<file path="src/mkng_pkg.sv">
package mkng_pkg;
    // matrix geometry
    localparam int MKNG_SEL_LINES = 12;
    localparam int MKNG_RET_LINES = 6;
    localparam int MKNG_KEYS = 61;
    localparam int MKNG_TOP_KEY = 60;
    localparam int MKNG_CMD_RET = 5;
    localparam int MKNG_CMD_A_SLOT = 4;
    localparam int MKNG_CMD_B_SLOT = 5;
    localparam int MKNG_SAW_FIRST_SLOT = 8;
    localparam logic [11:0] MKNG_SEL_RESET = 12'hFFE;

    // timing, clock period 5 ns
    localparam int MKNG_CLK_PERIOD_NS = 5;
    localparam int MKNG_SLOT_NS = 10000;
    localparam int MKNG_SLOT_CYCLES = MKNG_SLOT_NS / MKNG_CLK_PERIOD_NS;
    localparam int MKNG_ZERO_PULSE_NS = 20000;
    localparam int MKNG_ZERO_CYCLES = MKNG_ZERO_PULSE_NS / MKNG_CLK_PERIOD_NS;
    localparam int MKNG_TRIG_PULSE_US = 8000;
    localparam int MKNG_TRIG_CYCLES = MKNG_TRIG_PULSE_US * 1000 / MKNG_CLK_PERIOD_NS;

    // pitch generation
    localparam int MKNG_TOP_OCT = 5;
    localparam int MKNG_ACC_W = 36;
    localparam int MKNG_INC_W = 20;
    localparam logic [2:0] MKNG_OCT_CODE_LOW = 3'h7;

    // register map, byte addresses
    localparam logic [3:0] MKNG_CTRL_ADDR = 4'h0;
    localparam logic [3:0] MKNG_STATUS_ADDR = 4'h4;
    localparam int MKNG_CTRL_GLIDE_BIT = 0;
    localparam logic MKNG_CTRL_GLIDE_RESET = 1'b1;

    typedef struct packed {
        logic [2:0] oct;
        logic [3:0] semi;
    } mkng_note_t;

    typedef struct packed {
        logic [2:0] oct;
        logic [3:0] semi;
        logic [2:0] frac;
    } mkng_pitch_t;

    typedef struct packed {
        logic cmd_a;
        logic cmd_b;
        logic [3:0] saw;
    } mkng_cmd_t;

    // top-octave phase increments, C6 up to C7, for a 2^32 phase at 200 MHz
    localparam logic [19:0] MKNG_BASE_INC [13] = '{
        20'h2BE4C, 20'h2E80E, 20'h3144D, 20'h3432D, 20'h374D6, 20'h3A974, 20'h3E132,
        20'h41C41, 20'h45AD3, 20'h49D1E, 20'h4E359, 20'h52DC2, 20'h57C97
    };
endpackage

</file>
<file path="src/mkng_top.sv">
`timescale 1ns/1ps
// Behaviour
// - scan twelve select lines by six returns: 61 keys plus six commands
// - select outputs active low, only the selected line low
// - returns active low, high when no switch closed
// - right priority plays the rightmost pressed key
// - left priority plays the nth pressed key from left, n up to twelve
// - priority key select only matters in left-priority mode
// - glide across one semitone takes sixteen oscillator periods
// - glide time grows linearly with semitone distance
// - sync reset realigns scanning; held low with a single device
// - clamp reset clears footage squares, foot/duty output, zeroing pulse
// - octave as 3-bit code, largest code for lowest octave
// - foot/duty output: 8' 12.5% or 25%, 16' 6.25% or 12.5%
// - sawtooth zeroing pulse lasts 16 to 24 us at 2 MHz
// - key level high with no key, low while any key pressed
// - trigger rests high, goes low 8 ms on an event
// - trigger on first key, new priority key, or priority handover
// - four 50% squares an octave apart, top 8372 Hz
// - footage squares change only on a rising clock edge
// - a new key reaches the outputs within 0.5 ms
// - after all keys released the last note keeps sounding
// - each semitone split into eight steps of about 2^(1/96)
// - octave codes low to high 111,011,101,001,110,010 as a/b/c
// - foot/duty commands read on return six at selects five and six
module mkng_top #(
    parameter int TRIG_CYCLES = mkng_pkg::MKNG_TRIG_CYCLES
) (
    input wire logic clock,
    input wire logic resetn,
    input wire logic sync_reset,
    input wire logic pitch_clamp_reset,
    input wire logic [mkng_pkg::MKNG_RET_LINES-1:0] octave_return_n,
    input wire logic priority_key_select,
    input wire logic priority_right,
    input wire logic ext_glide_osc_in,
    input wire logic rc_glide_osc_in,
    input wire logic [3:0] avs_address,
    input wire logic avs_read,
    input wire logic avs_write,
    input wire logic [31:0] avs_writedata,
    input wire logic [3:0] avs_byteenable,
    output logic [31:0] avs_readdata,
    output logic avs_waitrequest,
    output logic [mkng_pkg::MKNG_SEL_LINES-1:0] note_select_n,
    output logic any_key_level,
    output logic priority_trigger_pulse,
    output logic octave_code_bit0,
    output logic octave_code_bit1,
    output logic octave_code_bit2,
    output logic [3:0] footage_square,
    output logic footduty_out,
    output logic zero_pulse_out
);
    import mkng_pkg::*;

    logic [3:0] sel_idx;
    logic [11:0] slot_cnt;
    logic slot_end;
    logic [MKNG_KEYS-1:0] scan_keys;
    logic [MKNG_KEYS-1:0] next_scan;
    logic [MKNG_KEYS-1:0] pressed;
    logic bc_seen;
    logic [3:0] bc_slot;
    logic next_bc_seen;
    logic [3:0] next_bc_slot;
    logic [3:0] left_rank;
    mkng_cmd_t cmd;
    logic pick_valid;
    logic [5:0] pick_idx;
    logic [5:0] key_idx;
    mkng_note_t key_note;
    logic have_key;
    logic trig_start;
    logic trig_active;
    logic glide_on;
    logic osc_now;
    logic osc_q;
    logic edge_par;
    logic glide_tick;
    mkng_pitch_t cur;
    mkng_pitch_t target;
    logic [19:0] base_lo;
    logic [19:0] base_hi;
    logic [22:0] span;
    logic [19:0] interp;
    logic [MKNG_INC_W-1:0] inc_q;
    logic [MKNG_ACC_W-1:0] acc;
    logic saw_bit;
    logic saw_q;
    logic zero_start;
    logic zero_active;
    logic wait_q;
    logic [31:0] low_cnt;

    // avalon slave: one wait cycle, then the access completes
    always_ff @(posedge clock) begin
        if (!resetn) begin
            wait_q <= 1'b1;
        end else begin
            wait_q <= !((avs_read || avs_write) && wait_q);
        end
    end
    assign avs_waitrequest = wait_q;

    // control register; glide is steered from here, not from a pin
    always_ff @(posedge clock) begin
        if (!resetn) begin
            glide_on <= MKNG_CTRL_GLIDE_RESET;
        end else if (avs_write && !wait_q && avs_byteenable[0]) begin
            if (avs_address == MKNG_CTRL_ADDR) begin
                glide_on <= avs_writedata[MKNG_CTRL_GLIDE_BIT];
            end
        end
    end

    // read data is captured in the wait cycle so it stands when waitrequest drops
    always_ff @(posedge clock) begin
        if (!resetn) begin
            avs_readdata <= '0;
        end else if (avs_read && wait_q) begin
            if (avs_address == MKNG_CTRL_ADDR) begin
                avs_readdata <= {31'h00000000, glide_on};
            end else if (avs_address == MKNG_STATUS_ADDR) begin
                avs_readdata <= {14'h0000, cur, have_key, trig_active, key_idx};
            end else begin
                avs_readdata <= '0;
            end
        end
    end

    // slot timer and select index; sync reset realigns with a partner device
    assign slot_end = (slot_cnt == 12'(MKNG_SLOT_CYCLES - 1));
    always_ff @(posedge clock) begin
        if (!resetn || sync_reset) begin
            sel_idx <= '0;
            slot_cnt <= '0;
        end else if (slot_end) begin
            slot_cnt <= '0;
            if (sel_idx == 4'(MKNG_SEL_LINES - 1)) begin
                sel_idx <= '0;
            end else begin
                sel_idx <= sel_idx + 4'h1;
            end
        end else begin
            slot_cnt <= slot_cnt + 12'h001;
        end
    end

    // exactly one select line low at a time
    always_ff @(posedge clock) begin
        if (!resetn) begin
            note_select_n <= MKNG_SEL_RESET;
        end else begin
            note_select_n <= ~(12'h001 << sel_idx);
        end
    end

    // returns read low for a closed switch; return six holds the top key at select 0, six of the rest are commands
    always_comb begin
        next_scan = scan_keys;
        for (int r = 0; r < MKNG_RET_LINES - 1; r++) begin
            next_scan[r * MKNG_SEL_LINES + int'(sel_idx)] = ~octave_return_n[r];
        end
        if (sel_idx == 4'h0) begin
            next_scan[MKNG_TOP_KEY] = ~octave_return_n[MKNG_CMD_RET];
        end
    end

    // the key set is only published after a full pass, so a half scan never plays
    always_ff @(posedge clock) begin
        if (!resetn || sync_reset) begin
            scan_keys <= '0;
        end else if (slot_end) begin
            if (sel_idx == 4'(MKNG_SEL_LINES - 1)) begin
                scan_keys <= '0;
            end else begin
                scan_keys <= next_scan;
            end
        end
    end

    always_ff @(posedge clock) begin
        if (!resetn) begin
            pressed <= '0;
        end else if (slot_end && sel_idx == 4'(MKNG_SEL_LINES - 1)) begin
            pressed <= next_scan;
        end
    end

    // command switches on return six
    always_ff @(posedge clock) begin
        if (!resetn) begin
            cmd <= '0;
        end else if (slot_end) begin
            if (sel_idx == 4'(MKNG_CMD_A_SLOT)) begin
                cmd.cmd_a <= ~octave_return_n[MKNG_CMD_RET];
            end else if (sel_idx == 4'(MKNG_CMD_B_SLOT)) begin
                cmd.cmd_b <= ~octave_return_n[MKNG_CMD_RET];
            end else if (sel_idx >= 4'(MKNG_SAW_FIRST_SLOT)) begin
                cmd.saw[2'(sel_idx - 4'(MKNG_SAW_FIRST_SLOT))] <= ~octave_return_n[MKNG_CMD_RET];
            end
        end
    end

    // rank for left priority: first slot in a pass where the select input reads low
    always_comb begin
        next_bc_seen = (sel_idx == 4'h0) ? 1'b0 : bc_seen;
        next_bc_slot = (sel_idx == 4'h0) ? 4'h0 : bc_slot;
        if (!next_bc_seen && !priority_key_select) begin
            next_bc_seen = 1'b1;
            next_bc_slot = sel_idx;
        end
    end

    always_ff @(posedge clock) begin
        if (!resetn) begin
            bc_seen <= 1'b0;
            bc_slot <= '0;
            left_rank <= '0;
        end else if (slot_end) begin
            bc_seen <= next_bc_seen;
            bc_slot <= next_bc_slot;
            if (sel_idx == 4'(MKNG_SEL_LINES - 1)) begin
                left_rank <= next_bc_seen ? next_bc_slot : 4'h0;
            end
        end
    end

    // pick the playing key; short of n keys, left mode plays the last counted
    always_comb begin
        int count;
        count = 0;
        pick_valid = 1'b0;
        pick_idx = '0;
        for (int i = 0; i < MKNG_KEYS; i++) begin
            if (pressed[i]) begin
                if (priority_right || count <= int'(left_rank)) begin
                    pick_idx = 6'(i);
                end
                count = count + 1;
                pick_valid = 1'b1;
            end
        end
    end

    // held key survives release of all keys; a changed pick raises a trigger
    always_ff @(posedge clock) begin
        if (!resetn) begin
            key_idx <= '0;
            key_note <= '0;
            have_key <= 1'b0;
            trig_start <= 1'b0;
        end else begin
            trig_start <= pick_valid && (!have_key || pick_idx != key_idx);
            have_key <= pick_valid;
            if (pick_valid) begin
                key_idx <= pick_idx;
                key_note.oct <= 3'(pick_idx / 6'(MKNG_SEL_LINES));
                key_note.semi <= 4'(pick_idx % 6'(MKNG_SEL_LINES));
            end
        end
    end

    mkng_pulse #(
        .COUNT(TRIG_CYCLES)
    ) u_trig (
        .clock(clock),
        .resetn(resetn),
        .clear(1'b0),
        .start(trig_start),
        .active(trig_active)
    );

    // key level and trigger are driven from flops, idle high
    always_ff @(posedge clock) begin
        if (!resetn) begin
            any_key_level <= 1'b1;
            priority_trigger_pulse <= 1'b1;
        end else begin
            any_key_level <= ~pick_valid;
            priority_trigger_pulse <= ~trig_active;
        end
    end

    // both oscillator pins are ored: the idle one must sit low
    assign osc_now = ext_glide_osc_in | rc_glide_osc_in;
    assign glide_tick = osc_now && !osc_q && edge_par;
    always_ff @(posedge clock) begin
        if (!resetn) begin
            osc_q <= 1'b0;
            edge_par <= 1'b0;
        end else begin
            osc_q <= osc_now;
            if (osc_now && !osc_q) begin
                edge_par <= ~edge_par;
            end
        end
    end

    function automatic mkng_pitch_t step_up(input mkng_pitch_t p);
        mkng_pitch_t q;
        q = p;
        if (p.frac != 3'h7) begin
            q.frac = p.frac + 3'h1;
        end else begin
            q.frac = 3'h0;
            if (p.semi == 4'(MKNG_SEL_LINES - 1)) begin
                q.semi = 4'h0;
                q.oct = p.oct + 3'h1;
            end else begin
                q.semi = p.semi + 4'h1;
            end
        end
        return q;
    endfunction

    function automatic mkng_pitch_t step_down(input mkng_pitch_t p);
        mkng_pitch_t q;
        q = p;
        if (p.frac != 3'h0) begin
            q.frac = p.frac - 3'h1;
        end else begin
            q.frac = 3'h7;
            if (p.semi == 4'h0) begin
                q.semi = 4'(MKNG_SEL_LINES - 1);
                q.oct = p.oct - 3'h1;
            end else begin
                q.semi = p.semi - 4'h1;
            end
        end
        return q;
    endfunction

    // glide: one eighth-semitone per tick, so time is linear in distance
    assign target = {key_note, 3'h0};
    always_ff @(posedge clock) begin
        if (!resetn) begin
            cur <= '0;
        end else if (!glide_on) begin
            cur <= target;
        end else if (glide_tick) begin
            if (cur < target) begin
                cur <= step_up(cur);
            end else if (cur > target) begin
                cur <= step_down(cur);
            end
        end
    end

    // linear interpolation between semitones stands in for the 96th-root ladder
    always_comb begin
        base_lo = MKNG_BASE_INC[cur.semi];
        base_hi = MKNG_BASE_INC[cur.semi + 4'h1];
        span = 23'(base_hi - base_lo) * 23'(cur.frac);
        interp = base_lo + 20'(span >> 3);
    end

    always_ff @(posedge clock) begin
        if (!resetn) begin
            inc_q <= '0;
        end else begin
            inc_q <= interp >> (3'(MKNG_TOP_OCT) - cur.oct);
        end
    end

    // phase accumulator: bits 31..34 are the 2', 4', 8', 16' squares
    always_ff @(posedge clock) begin
        if (!resetn || pitch_clamp_reset) begin
            acc <= '0;
        end else begin
            acc <= acc + MKNG_ACC_W'(inc_q);
        end
    end

    always_ff @(posedge clock) begin
        if (!resetn || pitch_clamp_reset) begin
            footage_square <= 4'h0;
            footduty_out <= 1'b0;
        end else begin
            footage_square <= acc[34:31];
            case ({cmd.cmd_b, cmd.cmd_a})
                2'h0: footduty_out <= &acc[33:31];
                2'h1: footduty_out <= &acc[33:32];
                2'h2: footduty_out <= &acc[34:31];
                default: footduty_out <= &acc[34:32];
            endcase
        end
    end

    // zeroing pulse on the rising edge of the chosen sawtooth footage
    always_comb begin
        if (cmd.saw[0]) begin
            saw_bit = acc[35];
        end else if (cmd.saw[1]) begin
            saw_bit = acc[34];
        end else if (cmd.saw[2]) begin
            saw_bit = acc[33];
        end else begin
            saw_bit = acc[32];
        end
    end
    assign zero_start = saw_bit && !saw_q;

    always_ff @(posedge clock) begin
        if (!resetn) begin
            saw_q <= 1'b0;
        end else begin
            saw_q <= saw_bit;
        end
    end

    mkng_pulse #(
        .COUNT(MKNG_ZERO_CYCLES)
    ) u_zero (
        .clock(clock),
        .resetn(resetn),
        .clear(pitch_clamp_reset),
        .start(zero_start),
        .active(zero_active)
    );

    // octave code and zeroing output; code counts down as the octave rises
    always_ff @(posedge clock) begin
        if (!resetn) begin
            {octave_code_bit2, octave_code_bit1, octave_code_bit0} <= MKNG_OCT_CODE_LOW;
            zero_pulse_out <= 1'b0;
        end else begin
            {octave_code_bit2, octave_code_bit1, octave_code_bit0} <=
                MKNG_OCT_CODE_LOW - cur.oct;
            zero_pulse_out <= zero_active && !pitch_clamp_reset;
        end
    end

    // helper: length of the current low phase of the trigger
    always_ff @(posedge clock) begin
        if (!resetn || priority_trigger_pulse) begin
            low_cnt <= '0;
        end else begin
            low_cnt <= low_cnt + 32'h00000001;
        end
    end
endmodule

</file>
<file path="src/mkng_pulse.sv">
`timescale 1ns/1ps
module mkng_pulse #(
    parameter int COUNT = mkng_pkg::MKNG_ZERO_CYCLES,
    parameter int CW = $clog2(COUNT + 1)
) (
    input wire logic clock,
    input wire logic resetn,
    input wire logic clear,
    input wire logic start,
    output logic active
);
    import mkng_pkg::*;

    logic [CW-1:0] remain;

    // one-shot; a new start re-arms the full length
    always_ff @(posedge clock) begin
        if (!resetn || clear) begin
            remain <= '0;
            active <= 1'b0;
        end else if (start) begin
            remain <= CW'(COUNT - 1);
            active <= 1'b1;
        end else if (remain != '0) begin
            remain <= remain - CW'(1);
        end else begin
            active <= 1'b0;
        end
    end
endmodule

</file>
<file path="config.mk">
export PLATFORM = sky130hd
export DESIGN_NAME = mkng_top
export DESIGN_NICKNAME = d
export VERILOG_FILES = /design/src/mkng_pkg.sv /design/src/mkng_top.sv /design/src/mkng_pulse.sv
export SDC_FILE = /design/constraint.sdc
export NUM_CORES = 1
export LEC_CHECK = 0
export BUFFER_PORTS_ARGS = -buffer_cell sky130_fd_sc_hd__buf_2
export CAP_MARGIN = 20
export CORE_MARGIN = 2
export CORE_UTILIZATION = 49
export DETAILED_ROUTE_END_ITERATION = 12
export GPL_TIMING_DRIVEN = 0
export MAX_ROUTING_LAYER = met4
export PLACE_DENSITY = 0.68
export SLEW_MARGIN = 20
export SYNTH_ARGS = -nofsm -noshare
export SYNTH_HDL_FRONTEND = slang
export SYNTH_HIERARCHICAL = 1
export SYNTH_SLANG_ARGS = --single-unit
</file>
<file path="constraint.sdc">
create_clock -name clock -period 35.3 [get_ports clock]
set_clock_uncertainty 0.15 [all_clocks]
set_input_delay 3.53 -clock clock [delete_from_list [all_inputs] [get_ports clock]]
set_output_delay 3.53 -clock clock [all_outputs]
set_load 0.02 [all_outputs]
</file>
==> results of run 1 <==
## per-stage QoR
stage	setup TNS, ps	total power, mW
2_1_floorplan	0	0.7959
3_5_place_dp	-40830	0.8996
4_1_cts	0	1.261
5_1_grt	-2537	1.340
6_report	0	1.258
3_3_place_gp	-37070	0.8895
## power breakdown
part / switching, mW / total [mW] / internal (mW)
combinational: 0.290 / 0.495 / 0.205
sequential: 0.0242 / 0.403 / 0.378
clock: 0.152 / 0.360 / 0.208
total: 0.466 / 1.26 / 0.792
## worst max-delay path by stage
stage | startpoint | to | slack [ps]
CTS | pressed[0]$_SDFFE_PN0P_ | key_note[3]$_SDFFE_PN0N_ | 40
detailed placement | pressed[1]$_SDFFE_PN0P_ | key_note[2]$_SDFFE_PN0N_ | -4060
global placement | pressed[1]$_SDFFE_PN0P_ | key_note[2]$_SDFFE_PN0N_ | -3740
floorplan | pressed[1]$_SDFFE_PN0P_ | key_note[3]$_SDFFE_PN0N_ | 5
finish | pressed[1]$_SDFFE_PN0P_ | key_note[3]$_SDFFE_PN0N_ | 480
global route | pressed[1]$_SDFFE_PN0P_ | key_note[3]$_SDFFE_PN0N_ | -610
## placed cells by master, fill, tap and decap left out, types with 42 or more instances in the layout
cell and count:
sky130_fd_sc_hd__dfxtp_1 308, sky130_fd_sc_hd__a21oi_1 378, sky130_fd_sc_hd__ha_1 367, sky130_fd_sc_hd__nor2_1 428
sky130_fd_sc_hd__nand2_1 528, sky130_fd_sc_hd__buf_4 139, sky130_fd_sc_hd__a22o_1 62, sky130_fd_sc_hd__inv_1 278
sky130_fd_sc_hd__and3_1 45, sky130_fd_sc_hd__nor3_1 146, sky130_fd_sc_hd__a31oi_1 56, sky130_fd_sc_hd__o21bai_1 46
sky130_fd_sc_hd__nand4_1 66, sky130_fd_sc_hd__buf_2 76, sky130_fd_sc_hd__clkbuf_1 175, sky130_fd_sc_hd__o21ai_0 278
sky130_fd_sc_hd__a22oi_1 42, sky130_fd_sc_hd__mux2i_1 77, sky130_fd_sc_hd__xor2_1 141, sky130_fd_sc_hd__nand2b_1 96
sky130_fd_sc_hd__nand3_1 161, sky130_fd_sc_hd__ha_4 47, sky130_fd_sc_hd__nor2b_1 105, sky130_fd_sc_hd__a211oi_1 50
sky130_fd_sc_hd__xnor2_1 307
## state kept, by name, summed over array words and instances, names as in the netlist, 5 cells and up
| name | flops |
|---|---|
| key_note | 5 |
| slot_cnt | 12 |
| u_trig/remain | 21 |
| avs_readdata | 18 |
| key_idx | 6 |
| inc_q | 20 |
| note_select_n | 12 |
| cur | 10 |
| u_zero/remain | 12 |
| pressed | 61 |
| acc | 36 |
| cmd | 5 |
| scan_keys | 60 |
## critical path, delay by kind of cell, from the launching register on
kind | cells | cell delay [ps]
adders and majority gates | 59 | 15080
AOI/OAI and AO/OA | 58 | 7810
and+or+nand+nor | 52 | 5330
muxes | 18 | 4410
buffers and inverters | 15 | 1070
xor gates and xnor gates | 2 | 440
DFF | 1 | 380
## area by class of cell
class	count	area (µm²)	share of cell area, %
multi-input cells	4437	33480	73.01
flip-flops and latches	311	6235	13.60
well taps	1070	1339	2.919
repair buffers	191	1338	2.917
inverters	317	1215	2.649
plain buffers	234	1120	2.442
clock buffers	50	1013	2.210
clock inverters	11	105.1	0.2292
diodes	5	12.51	0.02728
## routing by layer
metal  share of wire (%)  vias to the layer above
met5                   0                        -
met4                 2.7                        0
met3                 5.2                      199
met2                  47                     1108
met1                  45                    18960
li1                    -                    19510
## cells by family after synthesis
kind of cell    after synthesis  synth area share, %
compound gates             1364                22.34
xor+xnor                    552                14.78
fa+ha+maj                   443                14.16
buf+inv                     551                5.743
flops                       311                15.41
mux                         129                3.745
other cells                   1             0.009283
simple gates               1932                23.81
## timing repair
item,in CTS,in global routing
endpoints found under the setup margin,12,12
hold endpoints to repair,0,0
pin swaps,38,77
setup buffers,68,55
resized for setup,60,94
==> reports/summary.log, run 1 <==
qor: status.run_status finished, final reports clean
qor: yosys.synthDominantAreaCellType sky130_fd_sc_hd__dfxtp_1
qor: yosys.synth.area.top_cells sky130_fd_sc_hd__dfxtp_1 15%, sky130_fd_sc_hd__ha_1 13%, sky130_fd_sc_hd__xnor2_1 6.8%
qor: sta.clock.fmax 28.72 MHz
qor: detailed_routing.wirelength 124000 µm
qor: floorplanning.initial_utilization 49.35%
qor: cts.clock_sink_count 311
qor: cts.clk_latency 550 ps
qor: cts.htreeDepth 2
qor: global_routing.antenna_found_initial 6
qor: pwr.leakage 18.57 nW
qor: pwr.irDropWorstVdd 0.09685 mV
qor: worst_setup_path.timing.rr.end key_note[3]$_SDFFE_PN0N_
qor: global_routing.grt_pass1_wl 196800 µm
qor: cts.postCtsHoldBufs 0
qor: detailed_routing.final_antenna_violating_net_count 0
qor: detailed_routing.dr.pass1.iters 7
qor: worst_setup_path.crit_path_max_incr_delay 430 ps
qor: yosys.synth-seq-area-share 15.41%
qor: worst_setup_path.reg2reg_slack 480 ps
qor: global_routing.globalRouteMet1Util 36.88%
qor: placed_design.place_hpwl 95710 µm
qor: worst_setup_path.critical_setup_path_kind flip-flop to flip-flop
qor: global_routing.grt_most_used_layer met2
qor: detailed_routing.dr_total_vias 39770
qor: cells_and_area.final_util 56.03%
qor: sta.max_slew_margin 18.12%
qor: cts.ctsLongestPathBuffers 3
qor: yosys.synth_cell_type_count 148
qor: detailed_routing.drt_first_iter_violations 3056
qor: placed_design.dpl_cell_area 42860 µm²
qor: yosys.synthCells 5283
qor: worst_setup_path.endpoint_kind flip-flop
qor: floorplanning.coreArea 81850 µm²
qor: detailed_routing.vias_per_cell 6.002
qor: floorplanning.dieWidth 291.1 µm
qor: yosys.yosysWarningCount 6
qor: cells_and_area.flow.area_growth_from_synthesis 13.53%
qor: worst_setup_path.required 35540 ps
qor: global_routing.globalRouteOverflowTotal 0
qor: placed_design.port_buffers 63
qor: global_routing.grt_usage 28.71%
qor: cells_and_area.layout.cells.non_filler 6626
qor: placed_design.gpl.final_weighted_congestion 0.9774
qor: cells_and_area.layout.filler_cells 7696
qor: cts.path_clk_slew 60 ps
qor: run.max_cap_viol_count 0
qor: worst_hold_path.hp_class flip-flop to flip-flop
qor: cts.cts-root-buf sky130_fd_sc_hd__clkbuf_16
qor: sta.finalMaxSlewViolations 0
qor: cts.cts_made_buffers 35
qor: worst_setup_path.worst-path-max-fanout 4
qor: worst_hold_path.timing.hold.worst.start u_trig/active$_SDFFE_PP0P_
qor: sta.clock_period_minus_final_worst_setup_slack 34820 ps
qor: cells_and_area.nets_finish 6022
qor: yosys.post-synth-top-area-fraction 15.41%
qor: worst_setup_path.cpMaxStageDelayCell sky130_fd_sc_hd__or3b_4
qor: cts.tritoncts built
qor: worst_hold_path.holdPathEnd priority_trigger_pulse$_SDFF_PN1_
qor: sta.timing.hold.ws 277.8 ps
qor: yosys.synth_common_cells 550 x sky130_fd_sc_hd__nand2_1, 438 x sky130_fd_sc_hd__nor2_1, 414 x sky130_fd_sc_hd__ha_1
qor: yosys.mean_syn_cell_area 7.646 µm²
qor: cells_and_area.drive_gt1_share 12.83%
qor: detailed_routing.drc 0
qor: floorplanning.fp.dieArea 84750 µm²
qor: sta.setup_violations 0
qor: yosys.ys_dominant_reg_cell sky130_fd_sc_hd__dfxtp_1
qor: yosys.synthesis.area 40390 µm²
qor: detailed_routing.routed_len_inst 18.71 µm
qor: placed_design.dp_slack -4056 ps
qor: yosys.yosysMostFrequentCell sky130_fd_sc_hd__nand2_1
qor: floorplanning.ioPinCount 112
qor: floorplanning.die_height 291.1 µm
qor: yosys.number_of_enable_type_register_cells_in_the_synthesized_netlist 0
qor: global_routing.globalRouteMet2Util 48.16%
qor: worst_setup_path.ff2ff_path_depth 204
qor: placed_design.placed_cells 6437
qor: sta.rsz0062_at_grt true
qor: sta.max_slew.worst_pin.slew 1217 ps
qor: cells_and_area.stdcell_area 45860 µm²
qor: yosys.async_reset_ff_share 0%
qor: worst_setup_path.critical_path.startpoint_type flip-flop
qor: global_routing.grt_pass1_vias 37560
qor: sta.finalHoldViolations 0
qor: sta.final_cycle_share 98.64%
qor: pwr.p_per_area 27.43 nW/µm²
qor: worst_setup_path.rr_startpoint pressed[1]$_SDFFE_PN0P_
qor: global_routing.use_met3 2.741%
qor: global_routing.grt_start_max_net_pins 36
qor: sta.layout_setup_ws 480.4 ps
qor: worst_hold_path.min_path_cells 1
qor: worst_setup_path.worst_ep_arrival_time 35060 ps
qor: yosys.synth-seq-cells 311
qor: floorplanning.num_rows 105
qor: worst_setup_path.cell_repeated_most_along_the_worst_path sky130_fd_sc_hd__ha_4
No activity file was read; power rests on OpenSTA's default activity.
==> run 2: changes to the inputs <==
--- a/config.mk
+++ b/config.mk
@@ -12,7 +12,7 @@
 export DETAILED_ROUTE_END_ITERATION = 12
 export GPL_TIMING_DRIVEN = 0
 export MAX_ROUTING_LAYER = met4
-export PLACE_DENSITY = 0.68
+export PLACE_DENSITY = 0.66
 export SLEW_MARGIN = 20
 export SYNTH_ARGS = -nofsm -noshare
 export SYNTH_HDL_FRONTEND = slang
==> constraint.sdc (replaced) <==
create_clock -name clock -period 44.6 [get_ports clock]
set_clock_uncertainty 0.15 [all_clocks]
set_input_delay 4.46 -clock clock [delete_from_list [all_inputs] [get_ports clock]]
set_output_delay 4.46 -clock clock [all_outputs]
set_load 0.02 [all_outputs]
==> run 2 against run 1 <==
  * Final area fell by 4.6%
  * Register-to-register slack improved by 2100 ps
  * Count of clock-buffer cells in the layout rose by 1
  * Non-clock buffer count fell by 112
  * Cell count fell by 1.6%
  * Hold slack improved by 6.4 ps
  * Global-route usage rose by 1.0 points
  * Sequential cell count did not move
  * Clock power fell by 14%
==> reports/summary.log, run 2 (same netlist as run 1, synthesis figures left out) <==
qor: pwr.leakage 17.82 nW
qor: cells_and_area.layout.filler_cells 7935
qor: cts.htreeDepth 2
qor: cells_and_area.nets_finish 5912
qor: placed_design.place_hpwl 99420 µm
qor: sta.final_cycle_share 94.20%
qor: worst_setup_path.critical_path_buf_inv_count 16
qor: sta.clock.fmax 23.80 MHz
qor: detailed_routing.dr.pass1.iters 5
qor: sta.finalMaxSlewViolations 0
qor: cells_and_area.most_common_cell_after_layout_fill_and_taps_aside sky130_fd_sc_hd__nand2_1
qor: placed_design.port_buffers 63
qor: worst_setup_path.endpoint_kind flip-flop
qor: worst_setup_path.reg2reg_slack 2590 ps
qor: sta.finalHoldViolations 0
qor: worst_setup_path.cell_repeated_most_along_the_worst_path sky130_fd_sc_hd__ha_1
qor: global_routing.globalRouteOverflowTotal 0
qor: cts.cts_made_buffers 37
qor: cts.tritoncts built
qor: cts.ctsLongestPathBuffers 3
qor: pwr.total_power 1.021 mW
qor: worst_setup_path.worst-path-max-fanout 6
qor: cts.cts-root-buf sky130_fd_sc_hd__clkbuf_16
qor: worst_hold_path.min_path_cells 1
qor: global_routing.grt_pass1_wl 200100 µm
qor: floorplanning.num_rows 105
qor: global_routing.grt_start_max_net_pins 43
qor: cells_and_area.final_util 53.43%
qor: worst_setup_path.worst_ep_arrival_time 42270 ps
qor: worst_setup_path.timing.rr.end key_note[3]$_SDFFE_PN0N_
qor: cells_and_area.drive_gt1_share 8.196%
qor: worst_setup_path.critical_path.startpoint_type flip-flop
qor: detailed_routing.routed_len_inst 19.42 µm
qor: detailed_routing.drc 0
qor: sta.clock_period_minus_final_worst_setup_slack 42010 ps
qor: detailed_routing.dr_total_vias 39310
qor: floorplanning.fp.dieArea 84750 µm²
qor: worst_setup_path.rr_startpoint pressed[1]$_SDFFE_PN0P_
qor: cells_and_area.stdcell_area 43730 µm²
qor: floorplanning.ioPinCount 112
qor: worst_setup_path.critical_setup_path_kind flip-flop to flip-flop
qor: global_routing.grt_pass1_vias 36730
qor: detailed_routing.wirelength 126500 µm
qor: worst_hold_path.timing.hold.worst.start u_trig/active$_SDFFE_PP0P_
qor: cells_and_area.max_flop_register pressed
qor: cts.postCtsHoldBufs 0
qor: global_routing.antenna_found_initial 6
qor: placed_design.gpl.final_weighted_congestion 0.9477
qor: cts.path_clk_slew 60 ps
qor: cts.clock_sink_count 311
qor: sta.max_slew.worst_pin.slew 1184 ps
qor: worst_hold_path.holdPathEnd priority_trigger_pulse$_SDFF_PN1_
qor: cells_and_area.flow.area_growth_from_synthesis 8.267%
qor: status.run_status finished, final reports clean
qor: placed_design.dpl_cell_area 42260 µm²
qor: detailed_routing.drt_first_iter_violations 3204
qor: cells_and_area.largestRegisters pressed: 61 flops, scan_keys: 60 flops, acc: 36 flops
qor: floorplanning.initial_utilization 49.35%
qor: floorplanning.die_height 291.1 µm
qor: worst_hold_path.hp_class flip-flop to flip-flop
qor: detailed_routing.final_antenna_violating_net_count 0
qor: pwr.p_per_area 23.34 nW/µm²
qor: detailed_routing.vias_per_cell 6.032
qor: worst_setup_path.required 44860 ps
qor: global_routing.grt_usage 29.71%
qor: floorplanning.coreArea 81850 µm²
qor: sta.max_slew_margin 20.35%
qor: cells_and_area.layout_common_cells 550 x sky130_fd_sc_hd__nand2_1, 436 x sky130_fd_sc_hd__nor2_1, 414 x sky130_fd_sc_hd__ha_1, 382 x sky130_fd_sc_hd__a21oi_1, 315 x sky130_fd_sc_hd__xnor2_1
qor: cts.clk_latency 580 ps
qor: worst_setup_path.cpMaxStageDelayCell sky130_fd_sc_hd__a221o_1
qor: run.max_cap_viol_count 0
qor: floorplanning.dieWidth 291.1 µm
qor: worst_setup_path.top_cell_family_by_delay_on_the_critical_path adder cells
qor: worst_setup_path.setup.worst_path.start pressed[1]$_SDFFE_PN0P_
qor: worst_setup_path.crit_path_max_incr_delay 450 ps
qor: sta.setup_violations 0
qor: cells_and_area.max_ffs_per_register 61
qor: pwr.irDropWorstVdd 0.05778 mV
qor: worst_setup_path.ff2ff_path_depth 205
==> run 2: cell types whose count changed in the layout (fill, tap and decap cells not counted), sizes merged <==
cell    change
clkbuf      +2
bufinv      +1
clkinv      +1
buf       -113
==> run 2: stage by stage <==
stage                     worst slack [ps]  std cells  hold slack, ps  setup TNS, ps
after floorplan                       7139       5299           229.5              0
after global placement                1325       6432           273.4              0
after detailed placement             894.7       6437           281.2              0
after CTS                            704.1       6501           299.8              0
after global routing                -71.02       6515           308.4         -80.53
final                                 2587       6517           284.1              0
==> run 2: worst max-delay path by stage <==
stage / endpoint / slack, ps / cells after the start
6_report: key_note[3]$_SDFFE_PN0N_ / 2590 / 205
2_1_floorplan: key_note[3]$_SDFFE_PN0N_ / 7140 / 204
4_1_cts: key_note[3]$_SDFFE_PN0N_ / 700 / 204
3_3_place_gp: key_note[3]$_SDFFE_PN0N_ / 1330 / 202
3_5_place_dp: key_note[3]$_SDFFE_PN0N_ / 890 / 204
5_1_grt: key_note[3]$_SDFFE_PN0N_ / -70 / 205
==> run 2: layout make-up <==
class                      count  area, µm²  area share [%]
clock buffer                  51       1049           2.397
buffer                       234       1121           2.563
clock inverter                13      196.4          0.4492
multi-input combinational   4437      32070           73.32
timing repair buffer          79      513.0           1.173
inverter                     317       1207           2.761
antenna                        5      12.51         0.02861
tap                         1070       1339           3.061
sequential                   311       6230           14.24
==> run 2: routing by layer <==
layer / vias up / track usage [%] / part of all wire, %
met4: 0 / 8.556 / 3.1
li1: 19260 / - / -
met1: 18570 / 39.62 / 45
met5: - / - / 0
met3: 225 / 2.436 / 6.0
met2: 1253 / 48.06 / 46
==> run 2: what timing repair did <==
item	CTS	global route
buffers inserted	0	10
endpoints found under the setup margin	0	12
gates resized for setup	0	33
==> run 2: power breakdown <==
group | leakage [nW] | internal [mW] | switching (mW)
combinational | 14.7 | 0.163 | 0.231
sequential | 2.52 | 0.300 | 0.0190
clock | 0.605 | 0.179 | 0.130
